File: src/common/audio_serial_defines.svh
// Timing counts, field codes and reset values for the serial audio front end
`ifndef AUDIO_SERIAL_DEFINES_SVH
`define AUDIO_SERIAL_DEFINES_SVH
`define INIT_CYCLES 1024
`define DRIFT_LIMIT_BCK 6
`define FMT_RJ16 3'h0
`define FMT_RJ20 3'h1
`define FMT_RJ24 3'h2
`define FMT_RJ18 3'h3
`define FMT_I2S 3'h4
`define FMT_LJ 3'h5
`define FMT_RESET 3'h4
`define RATIO_MIN 256
`define RATIO_MAX 768
`define SLOT_BITS 32
`endif

File: src/common/audio_serial_pkg.sv
// Sample type shared by both ends of the serial audio link, receive states for the converter end
package audio_serial_pkg;
   typedef enum logic [1:0] {INIT, LOCK, RUN} rx_state_t;
   typedef logic [23:0] sample_t;
endpackage

File: src/common/audio_serial_if.sv
// Four-wire serial audio link between source and converter front end
`timescale 1ns/10ps
interface audio_serial_if;
   logic audioBitClock;
   logic leftRightWordClock;
   logic serialData;
   logic resetN;
   modport source (output audioBitClock, output leftRightWordClock, output serialData,
      output resetN);
   modport device (input audioBitClock, input leftRightWordClock, input serialData,
      input resetN);
endinterface

File: src/hdl/audio_dac_serial_input.sv
// Converter end: clock ratio detect, init sequencing and serial receive
// Operation
// - Autodetect system clock ratio 256 to 768
// - Source gives faster clock at 128x modulator
// - No 512x or 768x at 192 kHz
// - Power-on init lasts 1024 system clocks
// - Mode settings default after any init
// - Controller holds reset low at least 20 ns
// - Reset rising edge starts 1024-clock init
// - Data shifted on bit clock rising edge
// - Word clock synchronous to system clock
// - Drift beyond six bit clocks reinitialises, zero
// - Format field selects justification and length
// - Format defaults to 24-bit I2S
// - Samples two's complement, MSB first
`timescale 1ns/10ps
`include "audio_serial_defines.svh"
module audio_dac_serial_input #(
   parameter int INIT_COUNT = `INIT_CYCLES,
   parameter int DRIFT_BCK = `DRIFT_LIMIT_BCK
) (
   input wire logic ref_clk,
   input wire logic reset,
   audio_serial_if.device link,
   input wire logic [2:0] formatSelect,
   input wire logic formatWrite,
   output logic [2:0] serialFormatSelect,
   output logic [9:0] clockRatio,
   output logic ready,
   output logic muteBipolarZero,
   output audio_serial_pkg::sample_t leftSample,
   output audio_serial_pkg::sample_t rightSample,
   output logic sampleValid
);
   initial begin
      if (INIT_COUNT < 1 || INIT_COUNT > 65535) $error("INIT_COUNT out of range");
      if (DRIFT_BCK < 1 || DRIFT_BCK > 31) $error("DRIFT_BCK out of range");
   end

   // Bits in a word for the selected format
   function automatic logic [5:0] wordLen(input logic [2:0] f);
      unique case (f)
         `FMT_RJ16: wordLen = 6'h10;
         `FMT_RJ20: wordLen = 6'h14;
         `FMT_RJ18: wordLen = 6'h12;
         default: wordLen = 6'h18;
      endcase
   endfunction

   // Two-flop synchronisers for the pins
   logic [1:0] bckS_q, lrS_q, datS_q, rstS_q;
   logic bckD_q, lrD_q, rstD_q;
   always_ff @(posedge ref_clk or posedge reset) begin
      if (reset) begin
         bckS_q <= 2'h0;
         lrS_q <= 2'h0;
         datS_q <= 2'h0;
         rstS_q <= 2'h0;
         bckD_q <= 1'h0;
         lrD_q <= 1'h0;
         rstD_q <= 1'h0;
      end else begin
         bckS_q <= {bckS_q[0], link.audioBitClock};
         lrS_q <= {lrS_q[0], link.leftRightWordClock};
         datS_q <= {datS_q[0], link.serialData};
         rstS_q <= {rstS_q[0], link.resetN};
         bckD_q <= bckS_q[1];
         if (bckS_q[1] && !bckD_q) lrD_q <= lrS_q[1]; // Word clock at last bit clock rise
         rstD_q <= rstS_q[1];
      end
   end
   logic bckRise, lrEdge, extResetLow, extResetRise;
   assign bckRise = bckS_q[1] & ~bckD_q;
   assign lrEdge = bckRise & (lrS_q[1] ^ lrD_q);
   assign extResetLow = ~rstS_q[1];
   assign extResetRise = rstS_q[1] & ~rstD_q;

   // Init sequencer and drift watch
   audio_serial_pkg::rx_state_t state_q;
   logic [15:0] initCnt_q;
   logic [9:0] sysCnt_q, lastRatio_q;
   logic [7:0] bckCnt_q, lastBck_q;
   logic driftErr;
   assign driftErr = lrEdge & lrS_q[1] & (state_q == audio_serial_pkg::RUN) &
      ((bckCnt_q > lastBck_q + 8'(DRIFT_BCK)) ||
       (bckCnt_q + 8'(DRIFT_BCK) < lastBck_q));
   always_ff @(posedge ref_clk or posedge reset) begin
      if (reset) begin
         state_q <= audio_serial_pkg::INIT;
         initCnt_q <= 16'h0;
      end else if (extResetLow || extResetRise || driftErr) begin
         state_q <= audio_serial_pkg::INIT;
         initCnt_q <= 16'h0;
      end else begin
         unique case (state_q)
            audio_serial_pkg::INIT: begin
               initCnt_q <= initCnt_q + 16'h1;
               if (initCnt_q == 16'(INIT_COUNT - 1)) state_q <= audio_serial_pkg::LOCK;
            end
            audio_serial_pkg::LOCK: begin
               if (lrEdge && lrS_q[1] && lastRatio_q != 10'h0) state_q <= audio_serial_pkg::RUN;
            end
            audio_serial_pkg::RUN: ;
         endcase
      end
   end

   // Ratio detect: system clocks per word clock period
   always_ff @(posedge ref_clk or posedge reset) begin
      if (reset) begin
         sysCnt_q <= 10'h0;
         lastRatio_q <= 10'h0;
         bckCnt_q <= 8'h0;
         lastBck_q <= 8'h0;
      end else if (state_q == audio_serial_pkg::INIT) begin
         sysCnt_q <= 10'h0;
         lastRatio_q <= 10'h0;
         bckCnt_q <= 8'h0;
         lastBck_q <= 8'h0;
      end else if (lrEdge && lrS_q[1]) begin
         sysCnt_q <= 10'h1;
         bckCnt_q <= 8'h1;
         lastBck_q <= bckCnt_q;
         if (sysCnt_q >= 10'(`RATIO_MIN) && sysCnt_q <= 10'(`RATIO_MAX))
            lastRatio_q <= sysCnt_q;
         else
            lastRatio_q <= 10'h0;
      end else begin
         if (sysCnt_q != 10'h3ff) sysCnt_q <= sysCnt_q + 10'h1;
         if (bckRise && bckCnt_q != 8'hff) bckCnt_q <= bckCnt_q + 8'h1;
      end
   end
   assign clockRatio = lastRatio_q;
   assign ready = (state_q == audio_serial_pkg::RUN);
   assign muteBipolarZero = ~ready;

   // Format field, back to default on every init
   always_ff @(posedge ref_clk or posedge reset) begin
      if (reset) serialFormatSelect <= `FMT_RESET;
      else if (state_q == audio_serial_pkg::INIT) serialFormatSelect <= `FMT_RESET;
      else if (formatWrite) serialFormatSelect <= formatSelect;
   end

   // Serial shift and word alignment
   logic [31:0] shift_q;
   logic [5:0] bitIdx_q;
   logic chanLeft_q, pendLr_q;
   logic [5:0] len;
   logic isRj;
   assign len = wordLen(serialFormatSelect);
   assign isRj = serialFormatSelect[2] == 1'b0;
   always_ff @(posedge ref_clk or posedge reset) begin
      if (reset) begin
         shift_q <= 32'h0;
         bitIdx_q <= 6'h0;
         chanLeft_q <= 1'h0;
         pendLr_q <= 1'h0;
         leftSample <= 24'h0;
         rightSample <= 24'h0;
         sampleValid <= 1'h0;
      end else begin
         sampleValid <= 1'b0;
         if (!ready) begin
            leftSample <= 24'h0;
            rightSample <= 24'h0;
         end
         if (bckRise) begin
            shift_q <= {shift_q[30:0], datS_q[1]};
            if (isRj && (lrS_q[1] ^ lrD_q)) begin
               // Right-justified: last bits before the word clock edge are LSBs
               if (ready) begin
                  if (lrD_q == 1'b1) leftSample <= 24'(shift_q << (6'd24 - len));
                  else begin
                     rightSample <= 24'(shift_q << (6'd24 - len));
                     sampleValid <= 1'b1;
                  end
               end
            end else if (!isRj) begin
               if (lrS_q[1] ^ lrD_q) begin
                  // Left is word clock low in I2S, high otherwise
                  chanLeft_q <= (serialFormatSelect == `FMT_I2S) ? ~lrS_q[1] : lrS_q[1];
                  bitIdx_q <= 6'h0;
                  // I2S waits one bit clock, left-justified takes this bit
                  pendLr_q <= (serialFormatSelect == `FMT_I2S);
                  if (serialFormatSelect == `FMT_LJ) begin
                     shift_q <= {31'h0, datS_q[1]};
                     bitIdx_q <= 6'h1;
                  end
               end else if (pendLr_q) begin
                  pendLr_q <= 1'b0;
                  shift_q <= {31'h0, datS_q[1]};
                  bitIdx_q <= 6'h1;
               end else if (bitIdx_q != 6'h0 && bitIdx_q < 6'd24) begin
                  bitIdx_q <= bitIdx_q + 6'h1;
                  if (bitIdx_q == 6'd23 && ready) begin
                     if (chanLeft_q) leftSample <= {shift_q[22:0], datS_q[1]};
                     else begin
                        rightSample <= {shift_q[22:0], datS_q[1]};
                        sampleValid <= 1'b1;
                     end
                  end
               end
            end
         end
      end
   end
endmodule // audio_dac_serial_input

File: src/flat_wrapper.sv
// flat-port wrapper written by rule: the top's interface ports become plain ports
module audio_dac_serial_input_flat 
#(
   parameter int INIT_COUNT = `INIT_CYCLES,
   parameter int DRIFT_BCK = `DRIFT_LIMIT_BCK
)
  (ref_clk, reset, formatSelect, formatWrite, serialFormatSelect, clockRatio, ready, muteBipolarZero, leftSample, rightSample, sampleValid, link_audioBitClock, link_leftRightWordClock, link_serialData, link_resetN);
  audio_serial_if link_i ();
  input wire logic ref_clk;
  input wire logic reset;
  input wire logic [2:0] formatSelect;
  input wire logic formatWrite;
  output logic [2:0] serialFormatSelect;
  output logic [9:0] clockRatio;
  output logic ready;
  output logic muteBipolarZero;
  output audio_serial_pkg::sample_t leftSample;
  output audio_serial_pkg::sample_t rightSample;
  output logic sampleValid;
  input wire logic [$bits(link_i.audioBitClock)-1:0] link_audioBitClock;
  input wire logic [$bits(link_i.leftRightWordClock)-1:0] link_leftRightWordClock;
  input wire logic [$bits(link_i.serialData)-1:0] link_serialData;
  input wire logic [$bits(link_i.resetN)-1:0] link_resetN;
  assign link_i.audioBitClock = link_audioBitClock;
  assign link_i.leftRightWordClock = link_leftRightWordClock;
  assign link_i.serialData = link_serialData;
  assign link_i.resetN = link_resetN;
  audio_dac_serial_input #(.INIT_COUNT(INIT_COUNT), .DRIFT_BCK(DRIFT_BCK)) u_core (.ref_clk(ref_clk), .reset(reset), .link(link_i), .formatSelect(formatSelect), .formatWrite(formatWrite), .serialFormatSelect(serialFormatSelect), .clockRatio(clockRatio), .ready(ready), .muteBipolarZero(muteBipolarZero), .leftSample(leftSample), .rightSample(rightSample), .sampleValid(sampleValid));
endmodule
File: config.mk
export PLATFORM = sky130hd
export DESIGN_NAME = audio_dac_serial_input_flat
export DESIGN_NICKNAME = d
export VERILOG_FILES = /design/src/common/audio_serial_pkg.sv /design/src/common/audio_serial_if.sv /design/src/hdl/audio_dac_serial_input.sv /design/src/flat_wrapper.sv
export VERILOG_INCLUDE_DIRS = /design/src /design/src/common
export SDC_FILE = /design/constraint.sdc
export NUM_CORES = 1
export LEC_CHECK = 0
export ABC_AREA = 1
export BUFFER_PORTS_ARGS = -buffer_cell sky130_fd_sc_hd__buf_2
export CAP_MARGIN = 30
export CORE_ASPECT_RATIO = 0.75
export CORE_MARGIN = 2
export CORE_UTILIZATION = 40
export CTS_BUF_LIST = sky130_fd_sc_hd__clkbuf_2
export DETAILED_ROUTE_END_ITERATION = 10
export HOLD_SLACK_MARGIN = 0.03
export PLACE_DENSITY = 0.58
export SYNTH_ARGS = -nofsm -noshare
export SYNTH_HDL_FRONTEND = slang
export SYNTH_SLANG_ARGS = --single-unit
File: constraint.sdc
create_clock -name ref_clk -period 7 [get_ports ref_clk]
set_input_delay 2.1 -clock ref_clk [delete_from_list [all_inputs] [get_ports ref_clk]]
set_output_delay 2.1 -clock ref_clk [all_outputs]
set_load 0.01 [all_outputs]
## Word-level counts from Yosys, hierarchy flattened

Index checks and enable logic that the tools add are counted.

- Add/subtract/negate cells: 7
- Order comparisons: 5
- Equal/unequal tests: 12
- Shifts and indexed selects: 1
- Mux-type cells: 63
- Bitwise operators: 14
- Reduce and logical (&&, ||, !) cells: 27

Operators by type and width:

| cell | count |
|---|---|
| $mux 24 | 22 |
| $mux 32 | 5 |
| $mux 10 | 6 |
| $mux 8 | 5 |
| $mux 16 | 2 |
| $shl 32x6->24 | 1 |
| $mux 6 | 3 |
| $add 16x1->16 const B | 1 |
| $add 8x3->8 const B | 2 |
| $eq 16x10->1 const B | 1 |
| $mux 1 | 13 |
| $pmux 4 s3 | 1 |
| $reduce_bool 3->1 | 4 |
| $add 10x1->10 const B | 1 |
| $ge 10x9->1 const B | 1 |
| $le 10x10->1 const B | 1 |
| $ne 10x10->1 const B | 1 |
| $reduce_bool 10->1 | 1 |
| $add 8x1->8 const B | 1 |
| $gt 8x8->1 | 1 |
| $logic_and 1x1->1 | 8 |
| $lt 8x8->1 | 1 |
| $ne 8x8->1 const B | 1 |
| $reduce_and 4->1 | 2 |
| 23 further kinds | 44 |

- Flip-flop bits (word level): 157
- Bits of input ports: 10
- Output and inout bits: 64
- Logic and storage cells: 150

## Logic depth before layout (Yosys ltp)

Gate-level depths: netlist (run 1).

- Word-level depth: 10
- Gate-level depth with buffers: 17
- Mapped depth without buffers: 16

## Least setup slack after synthesis (run 1)

Ideal clock, no wire load.

- Path type: register to output
- From: register u_core.state_q[1]
- To: output ready
- Arrival time: 1.230 ns
- Required time: 4.900 ns
- Path slack: 3.670 ns
- Stages on the path, launching flop included: 6
- Path buffers: 3
- Cell sequence: dfrtp_1 -> inv_2 -> nor2_4 -> buf_2 -> buf_2 -> buf_1

- Longest elaborated chain between the ends: 1

Ends and longest elaborated chain:

| what | line | RTL |
|---|---|---|
| from (decl) | audio_dac_serial_input.sv:79 | `audio_serial_pkg::rx_state_t state_q;` |
| from (signal assigned) | audio_dac_serial_input.sv:89 | `state_q <= audio_serial_pkg::INIT;` |
| from (signal assigned) | audio_dac_serial_input.sv:92 | `state_q <= audio_serial_pkg::INIT;` |
| from (signal assigned) | audio_dac_serial_input.sv:98 | `if (initCnt_q == 16'(INIT_COUNT - 1)) state_q <= audio_serial_pkg::LOCK;` |
| $eq 2x2->1 | audio_dac_serial_input.sv:134 | `assign ready = (state_q == audio_serial_pkg::RUN);` |
| to (decl) | flat_wrapper.sv:15 | `output logic ready;` |

No other way between the ends.

## Worst setup path after layout (run 1)

Same ends and word-level chain as after synthesis.

==> qor.txt, run 1 <==
DRT Wirelength -> 26.43 mm
first-pass GRT wire length -> 42.92 mm
Worst Tran Pin Value -> 0.9845 ns
maxcap violations -> 0
htree depth -> 4
vias per cell -> 5.319
Max Slew Vio Count -> 0
static leakage -> 4.914 nW
HPWL Detailed -> 18.57 mm
setup TNS -> 0 ns
RSZ-0062 raised after global routing -> false
Max Fclk -> 0.2441 GHz
antenna viol nets, final -> 0
Post-CTS Setup Repair Bufs -> 0
Clock Latency Late Sink -> 0.79 ns
hold path start -> u_core.rstS_q[0]
Cells after Synth -> 1252
# hold bufs at CTS -> 0
Initial Util -> 40.91%
hold path depth -> 0
CTS Buffer Depth -> 2
asr flop ratio synth -> 100.0%
Reg clk slew, reported paths -> 0.27 ns
CP arrival -> 2.00 ns
CTS sink count -> 149
core area -> 0.02211 sq mm
Synthesis Warnings -> 0
largest net degree at the start of global routing -> 77
Setup CP Type -> reg2out
Worst Setup SP -> u_core.state_q[1]
Synth Cell Area -> 0.009046 sq mm
DR pass1 iterations -> 5
Worst R2R Start -> u_core.serialFormatSelect[1]
I/O pin total -> 74
Residual DRC -> 0
Slew headroom -> 34.13%
Synth Flop Type -> dfrtp_1
proportion of layout cells with a drive suffix above 1 -> 10.81%
Critical Path End Type -> output port
initial antenna violation count -> 1
TritonCTS clock tree -> yes
Buffers on Ports -> 73
Finished Layout Cells -> 1609
WL/cell -> 16.43 um
TritonCTS buffer count -> 17
Vias -> 8558
fin nets -> 1337
layout overhead on the synthesized area -> 9.212%
Hold Crit Class -> reg2reg
Syn Nets -> 1288
Synth cell types -> 47
DRT iter0 DRCs -> 850
power density over cell area -> 159.0 mW/mm^2
GR Util All Layers -> 22.93%
maximum vdd drop -> 0.00008885 V
status -> finished, final reports clean
worst clock skew -> 0.06389 ns
Site Rows -> 47
post-route clock period utilization -> 58.53%
Critical Path Source Type -> register
die width -> 177.7 um
number of global-route vias before repair -> 7820
Final Hold Fails -> 0
part of the Yosys area used for sequential elements -> 41.23%
fin crit period -> 4.097 ns
CP Data Required Time -> 4.90 ns
worst reg2reg path depth -> 10
Post-synth EDFFs -> 0
Pwr Total -> 0.001571 W
Die Y-Extent -> 134.2 um
Avg Inst Size Synth -> 7.225 sq um
RePlAce Congestion -> 0.9334
root buf cell -> clkbuf_2
post-cts sizing count -> 0
Finish-stage setup viols -> 0
placed cell count -> 1576
Yosys reg bits -> 149
reg2reg setup slack -> 3.21 ns
critical path fanouts, max -> 32
Fillers -> 2290
Die ar. -> 0.02385 sq mm
global route total overflow -> 0
## power breakdown
| part | internal (W) | switching [W] | total [W] | leakage [nW] |
|---|---|---|---|---|
| Clock | 0.000110 | 0.000372 | 0.000482 | 0.137 |
| Sequential | 0.000887 | 0.0000263 | 0.000913 | 2.03 |
| Combinational | 0.0000486 | 0.000127 | 0.000176 | 2.75 |
## synth_stat cells (all sizes together) (2+ instances only)
| cell type | number | share of area, % |
|---|---|---|
| a31oi | 2 | 0.14 |
| a21boi | 2 | 0.17 |
| xor2 | 17 | 1.6 |
| o21bai | 6 | 0.50 |
| and2 | 4 | 0.28 |
| o21ai | 120 | 6.7 |
| nand3 | 100 | 5.7 |
| dfrtp | 148 | 41 |
| nor4 | 4 | 0.28 |
| or2 | 2 | 0.14 |
| mux2i | 2 | 0.22 |
| ha | 26 | 3.6 |
| nand4 | 13 | 0.90 |
| nor3 | 15 | 0.89 |
| xnor2 | 5 | 0.48 |
| o211ai | 39 | 3.2 |
| nand3b | 6 | 0.64 |
| inv | 136 | 5.6 |
| nor3b | 2 | 0.17 |
| o21a | 2 | 0.17 |
| nor2 | 94 | 4.1 |
| o22ai | 8 | 0.55 |
| buf | 28 | 1.6 |
| clkbuf | 26 | 1.1 |
| a22oi | 4 | 0.33 |
| clkinv | 2 | 0.083 |
| a21oi | 63 | 3.5 |
| nand2 | 367 | 15 |
| o31ai | 3 | 0.25 |
## routing by layer
metal  GRT usage, %  share of wire [%]
met2          31.35                 40
met3          5.187                7.9
met5              0                  0
met4          5.009               0.90
met1          36.19                 51
## logic make-up (layout without fill, tap and decap cells)
group | count (synthesis) | in the layout | share of synthesized area (%)
DFF | 149 | 149 | 41.23
xor gates and xnor gates | 22 | 22 | 2.130
muxes | 2 | 2 | 0.2213
other | 0 | 1 | 0
AOI/OAI and AO/OA | 253 | 253 | 15.86
and+or+nand+nor | 608 | 608 | 28.53
adders and majority gates | 26 | 26 | 3.596
buffers and inverters | 192 | 254 | 8.423
## critical path: stages, from the launching register on
cell,delay [ns]
dfrtp_1,0.51
inv_2,0.07
nor2_4,0.10
buf_4,0.36
buf_2,0.21
## placed cells by master (no fill, tap or decap), types with 5 or more instances in the layout
| master | n |
|---|---|
| nand2_1 | 360 |
| dfrtp_1 | 148 |
| inv_1 | 128 |
| o21ai_0 | 110 |
| nand3_1 | 99 |
| nor2_1 | 90 |
| buf_2 | 73 |
| a21oi_1 | 63 |
| o211ai_1 | 39 |
| ha_1 | 26 |
| xor2_1 | 17 |
| clkbuf_2 | 17 |
| nor3_1 | 14 |
| nand4_1 | 13 |
| o21ai_1 | 9 |
| buf_4 | 9 |
| o22ai_1 | 8 |
| nand2_2 | 7 |
| inv_2 | 7 |
| inv_6 | 7 |
| o21bai_1 | 6 |
| nand3b_1 | 5 |
| xnor2_1 | 5 |
## area by class of cell
type,instances,area (sq um),share of cell area [%]
sequential,149,3730,37.75
multi-input combinational,911,4557,46.12
tap,294,367.9,3.723
antenna,1,2.502,0.02533
timing repair buffer,84,475.5,4.813
inverter,138,523.0,5.294
clock inverter,15,138.9,1.406
clock buffer,17,85.08,0.8612
## through the flow
step	setup WS (ns)	instance area [sq um]	util [%]	hold slack [ns]
5_1_grt	2.750	9879	44.68	0.3845
4_1_cts	2.836	9877	44.67	0.3632
6_report	2.903	9879	44.68	0.3630
3_5_place_dp	3.398	9653	43.66	0.3412
2_1_floorplan	0.8936	9046	-	0.3312
3_3_place_gp	3.374	9610	43.46	0.3388
## path summary, 6_finish.rpt
check,to
hold reg to reg,u_core.rstS_q[1]
hold / removal,u_core.rstS_q[1]
max in group asynchronous,u_core.leftSample[8]
setup reg to reg,u_core.rightSample[9]
setup / recovery,ready
min in group asynchronous,u_core.lastBck_q[6]
## flip-flops by register name, summed over array words and instances (netlist names)
signal	cells
u_core.datS_q	2
u_core.rstS_q	2
u_core.chanLeft_q	1
u_core.lrD_q	1
u_core.bckD_q	1
u_core.sampleValid	1
u_core.bckS_q	2
u_core.pendLr_q	1
u_core.leftSample	24
u_core.shift_q	24
u_core.sysCnt_q	10
u_core.initCnt_q	16
u_core.lrS_q	2
u_core.rightSample	24
u_core.rstD_q	1
u_core.bitIdx_q	6
u_core.serialFormatSelect	3
u_core.lastBck_q	8
u_core.state_q	2
u_core.clockRatio	10
u_core.bckCnt_q	8
(Power assumes the default switching activity.)
==> run 2, diff against run 1 <==
Clock period 7 ns to 3.85 ns, I/O delays scaled along.
==> qor.txt, run 2 (synthesized netlist as in run 1, its figures left out) <==
layout overhead on the synthesized area -> 10.73%
DRT iter0 DRCs -> 928
HPWL Detailed -> 19.40 mm
DRT Wirelength -> 26.67 mm
power density over cell area -> 297.0 mW/mm^2
Vias -> 8665
Slew headroom -> 39.60%
Max Slew Vio Count -> 0
DR pass1 iterations -> 8
Post-CTS Setup Repair Bufs -> 0
post-cts sizing count -> 0
Residual DRC -> 0
antenna viol nets, final -> 0
Final Cell Area -> 0.01002 sq mm
largest net degree at the start of global routing -> 58
Max Fclk -> 0.3028 GHz
CP cell instances -> inv_2 -> nor2_4 -> buf_4 -> buf_2
first-pass GRT wire length -> 42.57 mm
most frequent cells in the layout -> nand2_1 (360), dfrtp_1 (148), inv_1 (128)
maxcap violations -> 0
TritonCTS buffer count -> 17
Final Hold Fails -> 0
Reg clk slew, reported paths -> 0.28 ns
core area -> 0.02211 sq mm
WL/cell -> 16.47 um
Setup CP Type -> reg2out
setup TNS -> 0 ns
Buffers on Ports -> 73
Clock Latency Late Sink -> 0.77 ns
number of global-route vias before repair -> 7810
post-route clock period utilization -> 85.78%
global route total overflow -> 0
fin crit period -> 3.303 ns
worst clock skew -> 0.05510 ns
# hold bufs at CTS -> 0
initial antenna violation count -> 1
vias per cell -> 5.352
RePlAce Congestion -> 0.9197
RSZ-0062 raised after global routing -> false
I/O pin total -> 74
Site Rows -> 47
proportion of layout cells with a drive suffix above 1 -> 11.48%
placed cell count -> 1586
Die ar. -> 0.02385 sq mm
Finished Layout Cells -> 1619
Crit-path slowest cell -> dfrtp_1
root buf cell -> clkbuf_2
critical path's largest stage delay -> 0.51 ns
CP bufs+invs -> 3
CTS sink count -> 149
static leakage -> 4.988 nW
GR Util All Layers -> 22.80%
Initial Util -> 40.91%
Hold Crit Class -> in2async
CTS Buffer Depth -> 2
Regs by FF count -> u_core.leftSample (24), u_core.rightSample (24), u_core.shift_q (24)
die width -> 177.7 um
TritonCTS clock tree -> yes
maximum vdd drop -> 0.0001931 V
htree depth -> 4
CP arrival -> 2.15 ns
status -> finished, final reports clean
critical path fanouts, max -> 35
Placed Area -> 0.009749 sq mm
Fillers -> 2310
Die Y-Extent -> 134.2 um
fin nets -> 1347
Critical Path Source Type -> register
CP Data Required Time -> 2.69 ns
Critical Path End Type -> output port
Worst Tran Pin Value -> 0.9038 ns
commonest non-fill, non-tap cell in the layout -> nand2_1
cell family with most CP delay -> buffers and inverters
Finish-stage setup viols -> 0
run 2: changes by cell type in the layout (fill, tap and decap cells not counted):
cell       delta
inv_8         +3
inv_6         -1
clkinv_8      +1
clkinv_2      -1
bufinv_16     +1
buf_12        +4
buf_8         -1
clkinv_4      -3
buf_4         +8
buf_16        -1
run 2: routing by layer:
metal / track usage (%) / vias to the layer above / share of wire [%]
li1: - / 4239 / -
met1: 36.35 / 4066 / 51
met2: 30.73 / 338 / 39
met3: 5.442 / 22 / 8.9
met4: 4.645 / 0 / 0.91
met5: 0 / - / 0
run 2: cell type report:
class,instances,area (sq um),area share (%)
diodes,1,2.502,0.02498
clock buffers,17,85.08,0.8494
clock inverters,15,180.2,1.799
inverters,138,521.8,5.209
multi-input cells,911,4557,45.49
flip-flops and latches,149,3730,37.23
well taps,294,367.9,3.672
repair buffers,94,573.1,5.721
run 2: power by group:
group / total (W) / switching [W] / internal (W)
registers: 0.00166 / 0.0000433 / 0.00161
clock network: 0.000994 / 0.000711 / 0.000284
logic: 0.000324 / 0.000228 / 0.0000966
run 2: worst register-to-register path: stages (launching register included):
cell and delay, ns:
dfrtp_1 0.42, inv_1 0.09, ha_1 0.23, nor2_1 0.15, nand2_1 0.10, nor3_1 0.19
xor2_1 0.18, ha_1 0.26, a21o_1 0.18, nor2_1 0.10, nand2_1 0.06, nand2_1 0.05
nand2_1 0.08, nand2_1 0.07, nand3_1 0.39, nor3b_1 0.31
run 2: final timing paths:
| kind | startpoint | end | slack, ns | cells past startpoint |
|---|---|---|---|---|
| max in group asynchronous | reset | u_core.initCnt_q[11] | 2.66 | 4 |
| min in group ref_clk | u_core.bckS_q[0] | u_core.bckS_q[1] | 0.39 | 0 |
| hold / removal | reset | u_core.leftSample[16] | 0.36 | 2 |
| hold reg to reg | u_core.bckS_q[0] | u_core.bckS_q[1] | 0.39 | 0 |
| setup reg to reg | u_core.lastBck_q[1] | u_core.initCnt_q[2] | 0.94 | 15 |
| setup / recovery | u_core.state_q[1] | ready | 0.55 | 4 |
run 2: through the flow:
| stage | power (W) | utilization (%) | setup slack [ns] | hold slack (ns) |
|---|---|---|---|---|
| CTS | 0.003004 | 45.29 | 0.4847 | 0.3091 |
| detailed placement | 0.002001 | 44.09 | 0.9967 | 0.3347 |
| global route | 0.003123 | 45.30 | 0.3590 | 0.3084 |
| floorplan | 0.001891 | - | 0.8208 | 0.3312 |
| finish | 0.002975 | 45.30 | 0.5475 | 0.3574 |
| global placement | 0.001994 | 43.97 | 1.060 | 0.3363 |
